`src/rprc_pkg.sv`:
```
/*
 Package for the reference and pace routing control: widths, reset values,
 settling multipliers and the route states.
 Assumes nothing of its surroundings.
*/
package rprc_pkg;

  // ==========================================
  // Field widths and values
  localparam int SEL_W = 3;
  localparam int PIN_N = 6;
  localparam logic [2:0] SEL_NONE = 3'h0;
  localparam logic [7:0] SETTLE_MUL_ECG = 8'h05;
  localparam logic [7:0] SETTLE_MUL_STD = 8'h05;
  localparam logic [7:0] SETTLE_MUL_DBL = 8'h0a;
  localparam logic [2:0] DEC1_STD = 3'h4;
  localparam logic [2:0] DEC1_DBL = 3'h2;
  localparam int CNT_W = 24;
  localparam logic [23:0] CNT_RST = 24'h000000;

  // ==========================================
  // Reference terminal pin source
  typedef enum logic [1:0]
  {
    RPRC_TERM_AVG,
    RPRC_TERM_PACE,
    RPRC_TERM_OFF
  } rprc_term_t;

endpackage

```
`src/rprc_top.sv`:
```
/*
 Reference and pace routing control: registers the pace amplifier input
 selection, pace output steering and shutdown, reference buffer selections,
 internal reference routing, and tracks filter settling after a step.
 Assumes configuration bits are synchronous to clk_sys and stable enough to
 be sampled each cycle; the analog switches follow the registered outputs.
*/
`timescale 1ns/100ps

module rprc_top
  import rprc_pkg::*;
#(
  parameter int NCH = 3
)
(
  input wire logic clk_sys,
  input wire logic resetn,
  input wire logic [rprc_pkg::SEL_W-1:0] aux_amp_pos_sel,
  input wire logic [rprc_pkg::SEL_W-1:0] aux_amp_neg_sel,
  input wire logic pulse_to_drive_input_sel,
  input wire logic pulse_to_reference_pin_sel,
  input wire logic aux_amp_shutdown,
  input wire logic [rprc_pkg::SEL_W-1:0] ref_buffer_one_select,
  input wire logic [rprc_pkg::SEL_W-1:0] ref_buffer_two_select,
  input wire logic [rprc_pkg::SEL_W-1:0] ref_buffer_three_select,
  input wire logic avg_ref_internal_route,
  input wire logic pairwise_ref_internal_route,
  input wire logic [NCH-1:0] double_pace_rate,
  input wire logic [3:0] second_stage_decimation,
  input wire logic [7:0] third_stage_decimation,
  input wire logic step_event,
  output logic [5:0] aux_pos_pin_sw,
  output logic [5:0] aux_neg_pin_sw,
  output logic aux_amp_enable,
  output logic pace_to_drive_pin_sw,
  output logic drive_pos_to_reference_sw,
  output logic drive_pos_to_pin_sw,
  output logic pace_to_term_pin_sw,
  output logic avg_to_term_pin_sw,
  output logic [17:0] buf_pin_sw,
  output logic [2:0] buf_enable,
  output logic avg_to_in6_sw,
  output logic [2:0] pair_to_in456_sw,
  output logic route_illegal,
  output logic [NCH-1:0][2:0] first_stage_decimation,
  output logic main_unsettled,
  output logic [NCH-1:0] pulse_unsettled
);
  import rprc_pkg::*;

  // ==========================================
  // Reset release
  logic rst_s1_r;
  logic rst_s2_r;
  always_ff @(posedge clk_sys or negedge resetn)
  begin
    if (!resetn)
    begin
      rst_s1_r <= 1'b0;
      rst_s2_r <= 1'b0;
    end
    else
    begin
      rst_s1_r <= 1'b1;
      rst_s2_r <= rst_s1_r;
    end
  end
  logic rst_n;
  assign rst_n = rst_s2_r;

  // One-hot pin decode; code 0 selects no pin
  function automatic logic [5:0] pin_onehot(input logic [SEL_W-1:0] s);
    logic [5:0] v;
    v = 6'h00;
    if (s != SEL_NONE && s <= 3'h6)
      v[s - 3'h1] = 1'b1;
    return v;
  endfunction

  // ==========================================
  // Routing state
  logic [5:0] aux_pos_nxt, aux_neg_nxt;
  logic aux_en_nxt, p2d_nxt, dref_nxt, dpin_nxt, p2t_nxt, a2t_nxt;
  logic [17:0] buf_sw_nxt;
  logic [2:0] buf_en_nxt;
  logic a6_nxt, ill_nxt;
  logic [2:0] pair_nxt;
  rprc_term_t term_nxt;
  logic [5:0] b_oh [3];

  always_comb
  begin
    aux_pos_nxt = pin_onehot(aux_amp_pos_sel);
    aux_neg_nxt = pin_onehot(aux_amp_neg_sel);
    aux_en_nxt = !aux_amp_shutdown;
    p2d_nxt = pulse_to_drive_input_sel;
    dref_nxt = pulse_to_drive_input_sel;
    dpin_nxt = !pulse_to_drive_input_sel;
    b_oh[0] = pin_onehot(ref_buffer_one_select);
    b_oh[1] = pin_onehot(ref_buffer_two_select);
    b_oh[2] = pin_onehot(ref_buffer_three_select);
    buf_sw_nxt = {b_oh[2], b_oh[1], b_oh[0]};
    for (int i = 0; i < 3; i++)
      buf_en_nxt[i] = |b_oh[i];
    // Average exists only with at least one buffer running
    if (pulse_to_reference_pin_sel)
      term_nxt = RPRC_TERM_PACE;
    else if (|buf_en_nxt)
      term_nxt = RPRC_TERM_AVG;
    else
      term_nxt = RPRC_TERM_OFF;
    p2t_nxt = (term_nxt == RPRC_TERM_PACE);
    a2t_nxt = (term_nxt == RPRC_TERM_AVG);
    // Illegal pair: open both rather than short two outputs
    ill_nxt = avg_ref_internal_route && pairwise_ref_internal_route;
    a6_nxt = avg_ref_internal_route && !ill_nxt;
    pair_nxt = {3{pairwise_ref_internal_route && !ill_nxt}};
  end

  always_ff @(posedge clk_sys or negedge rst_n)
  begin
    if (!rst_n)
    begin
      aux_pos_pin_sw <= 6'h00;
      aux_neg_pin_sw <= 6'h00;
      aux_amp_enable <= 1'b1;
      pace_to_drive_pin_sw <= 1'b0;
      drive_pos_to_reference_sw <= 1'b0;
      drive_pos_to_pin_sw <= 1'b1;
      pace_to_term_pin_sw <= 1'b0;
      avg_to_term_pin_sw <= 1'b0;
      buf_pin_sw <= 18'h00000;
      buf_enable <= 3'h0;
      avg_to_in6_sw <= 1'b0;
      pair_to_in456_sw <= 3'h0;
      route_illegal <= 1'b0;
    end
    else
    begin
      aux_pos_pin_sw <= aux_pos_nxt;
      aux_neg_pin_sw <= aux_neg_nxt;
      aux_amp_enable <= aux_en_nxt;
      pace_to_drive_pin_sw <= p2d_nxt;
      drive_pos_to_reference_sw <= dref_nxt;
      drive_pos_to_pin_sw <= dpin_nxt;
      pace_to_term_pin_sw <= p2t_nxt;
      avg_to_term_pin_sw <= a2t_nxt;
      buf_pin_sw <= buf_sw_nxt;
      buf_enable <= buf_en_nxt;
      avg_to_in6_sw <= a6_nxt;
      pair_to_in456_sw <= pair_nxt;
      route_illegal <= ill_nxt;
    end
  end

  // ==========================================
  // Decimation and settling
  logic [NCH-1:0][2:0] dec1_nxt;
  logic [CNT_W-1:0] main_cnt_r, main_cnt_nxt;
  logic [NCH-1:0][CNT_W-1:0] pls_cnt_r, pls_cnt_nxt;
  logic main_uns_nxt;
  logic [NCH-1:0] pls_uns_nxt;

  // Main length uses channel 0 first-stage ratio; per-channel third stage not modelled
  always_comb
  begin
    for (int c = 0; c < NCH; c++)
    begin
      dec1_nxt[c] = double_pace_rate[c] ? DEC1_DBL : DEC1_STD;
      if (step_event)
        pls_cnt_nxt[c] = CNT_W'((double_pace_rate[c] ? SETTLE_MUL_DBL : SETTLE_MUL_STD)
          * dec1_nxt[c] * second_stage_decimation);
      else if (pls_cnt_r[c] != CNT_RST)
        pls_cnt_nxt[c] = pls_cnt_r[c] - CNT_W'(1);
      else
        pls_cnt_nxt[c] = CNT_RST;
      pls_uns_nxt[c] = (pls_cnt_nxt[c] != CNT_RST);
    end
    if (step_event)
      main_cnt_nxt = CNT_W'(SETTLE_MUL_ECG * dec1_nxt[0] * second_stage_decimation
        * third_stage_decimation);
    else if (main_cnt_r != CNT_RST)
      main_cnt_nxt = main_cnt_r - CNT_W'(1);
    else
      main_cnt_nxt = CNT_RST;
    main_uns_nxt = (main_cnt_nxt != CNT_RST);
  end

  always_ff @(posedge clk_sys or negedge rst_n)
  begin
    if (!rst_n)
    begin
      main_cnt_r <= CNT_RST;
      pls_cnt_r <= '0;
      first_stage_decimation <= {NCH{DEC1_STD}};
      main_unsettled <= 1'b0;
      pulse_unsettled <= '0;
    end
    else
    begin
      main_cnt_r <= main_cnt_nxt;
      pls_cnt_r <= pls_cnt_nxt;
      first_stage_decimation <= dec1_nxt;
      main_unsettled <= main_uns_nxt;
      pulse_unsettled <= pls_uns_nxt;
    end
  end

endmodule

```
`config.mk`:
```
export PLATFORM = sky130hd
export DESIGN_NAME = rprc_top
export DESIGN_NICKNAME = d
export VERILOG_FILES = /design/src/rprc_pkg.sv /design/src/rprc_top.sv
export SDC_FILE = /design/constraint.sdc
export NUM_CORES = 1
export LEC_CHECK = 0
export BUFFER_PORTS_ARGS = -buffer_cell sky130_fd_sc_hd__clkbuf_2
export CORE_ASPECT_RATIO = 0.6
export CORE_UTILIZATION = 28
export CTS_CLUSTER_SIZE = 24
export DETAILED_ROUTE_END_ITERATION = 6
export PLACE_DENSITY = 0.51
export SYNTH_ARGS = -nofsm -noshare
export SYNTH_HDL_FRONTEND = slang
export SYNTH_SLANG_ARGS = --single-unit
```
`constraint.sdc`:
```
create_clock -name clk_sys -period 5.4 [get_ports clk_sys]
set_input_delay 1.08 -clock clk_sys [delete_from_list [all_inputs] [get_ports clk_sys]]
set_output_delay 1.08 -clock clk_sys [all_outputs]
set_load 0.03 [all_outputs]
```
==> metrics.md <==
| Metric | Value |
|---|---|
| WP data arrival | ~7.5 ns |
| CTS tree | yes |
| DR pass1 iterations | 5 |
| Worst-Margin Slew | approximately 0.79 ns |
| Setup Crit Path Kind | input port to register |
| Mux contribution to synthesized area | less than 1% |
| Period utilisation layout | 134% |
| Slew Viols, Final | 0 |
| CP max stage cell | fa_1 |
| Most area-consuming cells after synthesis | dfrtp_1 (35%), ha_1 (9.2%), fa_1 (8.5%), xnor2_1 (4.7%), nor2_1 (4.5%) |
| GPL Wtd Cong | slightly below 0.8 |
| Cell family with most CP delay | adder cells |
| Clock tree buffer depth | 2 |
| Fraction of synthesized cell area in xor and xnor cells | slightly below 8% |
| # nets final | 1437 |
| N_diodes | 0 |
| Clock H-tree levels | 4 |
| Share of layout cells above drive strength 1 | about a quarter |
| Floorplan Core Area | ~36000 sq um |
| Number of synthesized flops with an enable pin | 0 |
| RSZ-0062 raised after global routing | yes |
| Outcome | finished, violations left |
| Yosys warning count | 0 |
| Synth top area share | approximately a third |
| Mapped Area | slightly above 10000 sq um |
| Failing checks | setup timing |
| CP Capture Type | register |
| LEAKAGE | approximately 6.1 nW |
| Top_reg_cell synth | dfrtp_1 |
| Maximum VDD drop | 0.350 mV |
| Data required time of the worst path | ~5.7 ns |
| CTS sink count | around 150 |
| HPWL after DPL | 19100 microns |
| Worst path max stage delay | about 0.52 ns |
| Initial antenna violation count | 0 |
| Syn_area_per_cell | 9.33 sq um |
| CTS Buf Count | 17 |
| Pre-CTS WS | -2.48 ns |
| Largest net degree at the start of global routing | 59 |
| Leading area contributor after synthesis | dfrtp_1 |
| I/O pin cnt | between 90 and 100 |
| Synth Area in Simple Gates | a little under a quarter |
| Synth Register Bits | ~150 |
| HP Class | register to async pin |
| Overall power | 0.00619 W |
| Area growth, synth to finish | 25.9% |
| Post-synthesis sequential area ratio | a little over a third |
| Fillers | between 3k and 4k |
| Row cnt | 54 |
| Max Cap Violations | 0 |
| CP Max Fanout | 5 |
| Crit path buf inv count | 3 |
| Antenna Nets Post-Route | 0 |
| Chip width | 250 microns |
| Setup violations, final | 12 |
| First-pass GRT wire length | roughly 42000 microns |
| GRT Overall Usage | 13.8% |
| Main combinational cell family by area after synthesis | simple AND/OR/NAND/NOR gates |
| Worst clock skew | roughly 0.014 ns |
| Die ar. | around 38000 sq um |
| Final hold vios | 0 |
| Post-synth top cells | dfrtp_1 (144), nor2_1 (124), inv_1 (92) |
| Fmax | roughly 140 MHz |
| Die height | approximately 150 microns |
| Drt drc | 0 |
| IO buf count | 91 |
| Fraction of registers with async set/reset | 100% |
| Vias in the first global route | 7978 |
| Mapped Cells | about 1.1k |
| Root buf cell | clkbuf_16 |
| Gr ovfl total | 0 |
| Clk_lat worst skew | 0.44 ns |
| Critical Path Most Common Cell | fa_1 |
| Setup crit start kind | input port |
| Reg2reg setup slack | around 1.9 ns |
| Routed WL | about 25000 microns |
| DR iter-0 viols | ~410 |
| Distinct cells, synth | 73 |
| Dominant cell by count in the synthesized netlist | dfrtp_1 |
| Starting density of the core | approximately 28% |
| Via count | slightly above 8k |
| Worst Slack Setup Final | -1.81 ns |
| Fin crit period | between 7 and 8 ns |
| Synth Area in Adders | approximately 18% |
| DR WL/cell | around 14 microns |
| Clk pin slew, worst setup/hold paths | roughly 0.080 ns |
| PD cells | approximately 480 nW/um^2 |
| Compound-Gate Fraction of Synth Area | 9.13% |
| Rel. slew slack | a little under half |
| Vias per cell | approximately 4.7 |
layer usage:
metal | global-route usage [%] | part of all wire [%] | wire (microns) | vias to the layer above
li1 | - | - | - | 4116
met1 | 21.8 | 57 | 14300 | 4043
met2 | 18.7 | 39 | 9880 | 92
met3 | 2.97 | 3.0 | 757 | 16
met4 | 3.21 | 1.0 | 252 | 0
met5 | 0 | 0 | 0 | -
metrics by stage:
| step | hold slack (ns) | setup TNS (ns) | utilization (%) | instances | area (sq um) |
|---|---|---|---|---|---|
| after floorplan | 0.331 | -9.32 | - | 1111 | 10500 |
| after global placement | 0.335 | -19.60 | 33.0 | 1720 | 12000 |
| after detailed placement | 0.338 | -21.18 | 33.0 | 1720 | 12000 |
| after CTS | 0.368 | -12.22 | 35.3 | 1764 | 12800 |
| after global routing | 0.378 | -14.22 | 35.8 | 1768 | 13000 |
| final | 0.366 | -11.94 | 35.8 | 1768 | 13000 |
layout make-up:
| cell class | count | area [sq um] | share of cell area [%] |
|---|---|---|---|
| clock buffer | 18 | 439 | 3.38 |
| clock inverter | 14 | 183 | 1.41 |
| inverter | 92 | 345 | 2.66 |
| multi-input combinational | 832 | 6470 | 49.8 |
| sequential | 149 | 3740 | 28.8 |
| tap | 476 | 596 | 4.58 |
| timing repair buffer | 187 | 1220 | 9.42 |
registers in the layout, summed over array words and instances, names as in the netlist, 3 cells and up:
register                cells
main_cnt_r                 24
pls_cnt_r                  72
buf_pin_sw                 18
pulse_unsettled             3
buf_enable                  3
first_stage_decimation      6
aux_neg_pin_sw              6
aux_pos_pin_sw              6
where the power goes:
part / switching (W) / leakage, nW / internal [W]
combinational: 0.00175 / 3.91 / 0.00177
clock: 0.000544 / 0.300 / 0.000717
sequential: 0.000159 / 1.93 / 0.00125
total: 0.00245 / 6.14 / 0.00374
final timing paths:
path,startpoint,endpoint,depth (start not counted)
min in group clk_sys,rst_s1_r$_DFF_PN0_,rst_n$_DFF_PN0_,0
hold / removal,rst_n$_DFF_PN0_,aux_neg_pin_sw[2]$_DFF_PN0_,0
max in group asynchronous,rst_n$_DFF_PN0_,main_cnt_r[5]$_DFF_PN0_,1
setup / recovery,double_pace_rate[0],main_unsettled$_DFF_PN0_,26
setup reg to reg,pls_cnt_r[28]$_DFF_PN0_,pulse_unsettled[1]$_DFF_PN0_,9
hold reg to reg,rst_n$_DFF_PN0_,aux_neg_pin_sw[2]$_DFF_PN0_,0
placed cells by master (no fill, tap or decap), types with 8 or more instances in the layout:
cell / instances
clkbuf_16: 17
nand3_1: 19
or4_1: 12
buf_6: 10
ha_1: 66
nor3b_1: 13
fa_1: 40
a21oi_1: 19
o21ai_0: 40
nor4_1: 25
and2_4: 9
ha_4: 8
nor3_1: 45
a31oi_1: 12
buf_4: 86
xor2_1: 36
xnor2_1: 49
and3_1: 8
dfrtp_1: 143
nand2b_1: 11
nor2_1: 124
inv_1: 85
nor2b_1: 16
and2_1: 44
clkbuf_2: 90
o21ai_1: 10
or3_1: 19
nand2_1: 78
cells by family (layout without fill, tap and decap cells):
logic type | after synthesis | count (layout)
DFF | 149 | 149
buffers and inverters | 130 | 311
AOI/OAI and AO/OA | 147 | 147
adders and majority gates | 120 | 120
and+or+nand+nor | 459 | 459
other | 2 | 7
xor gates and xnor gates | 93 | 93
muxes | 6 | 6
worst register-to-register path: cells and delay by family (launching register included):
kind	cells	cell delay, ns
compound gates	1	0.07
buf+inv	1	0.30
flops	1	0.41
simple gates	7	2.61
repair_timing:
item,in CTS,in global routing
pin swaps,9,36
buffers inserted,15,12
gates resized for setup,24,39
cloned,0,0
hold buffers,0,0
endpoints found under the setup margin,14,14
Power figures use the tool's default switching activity.
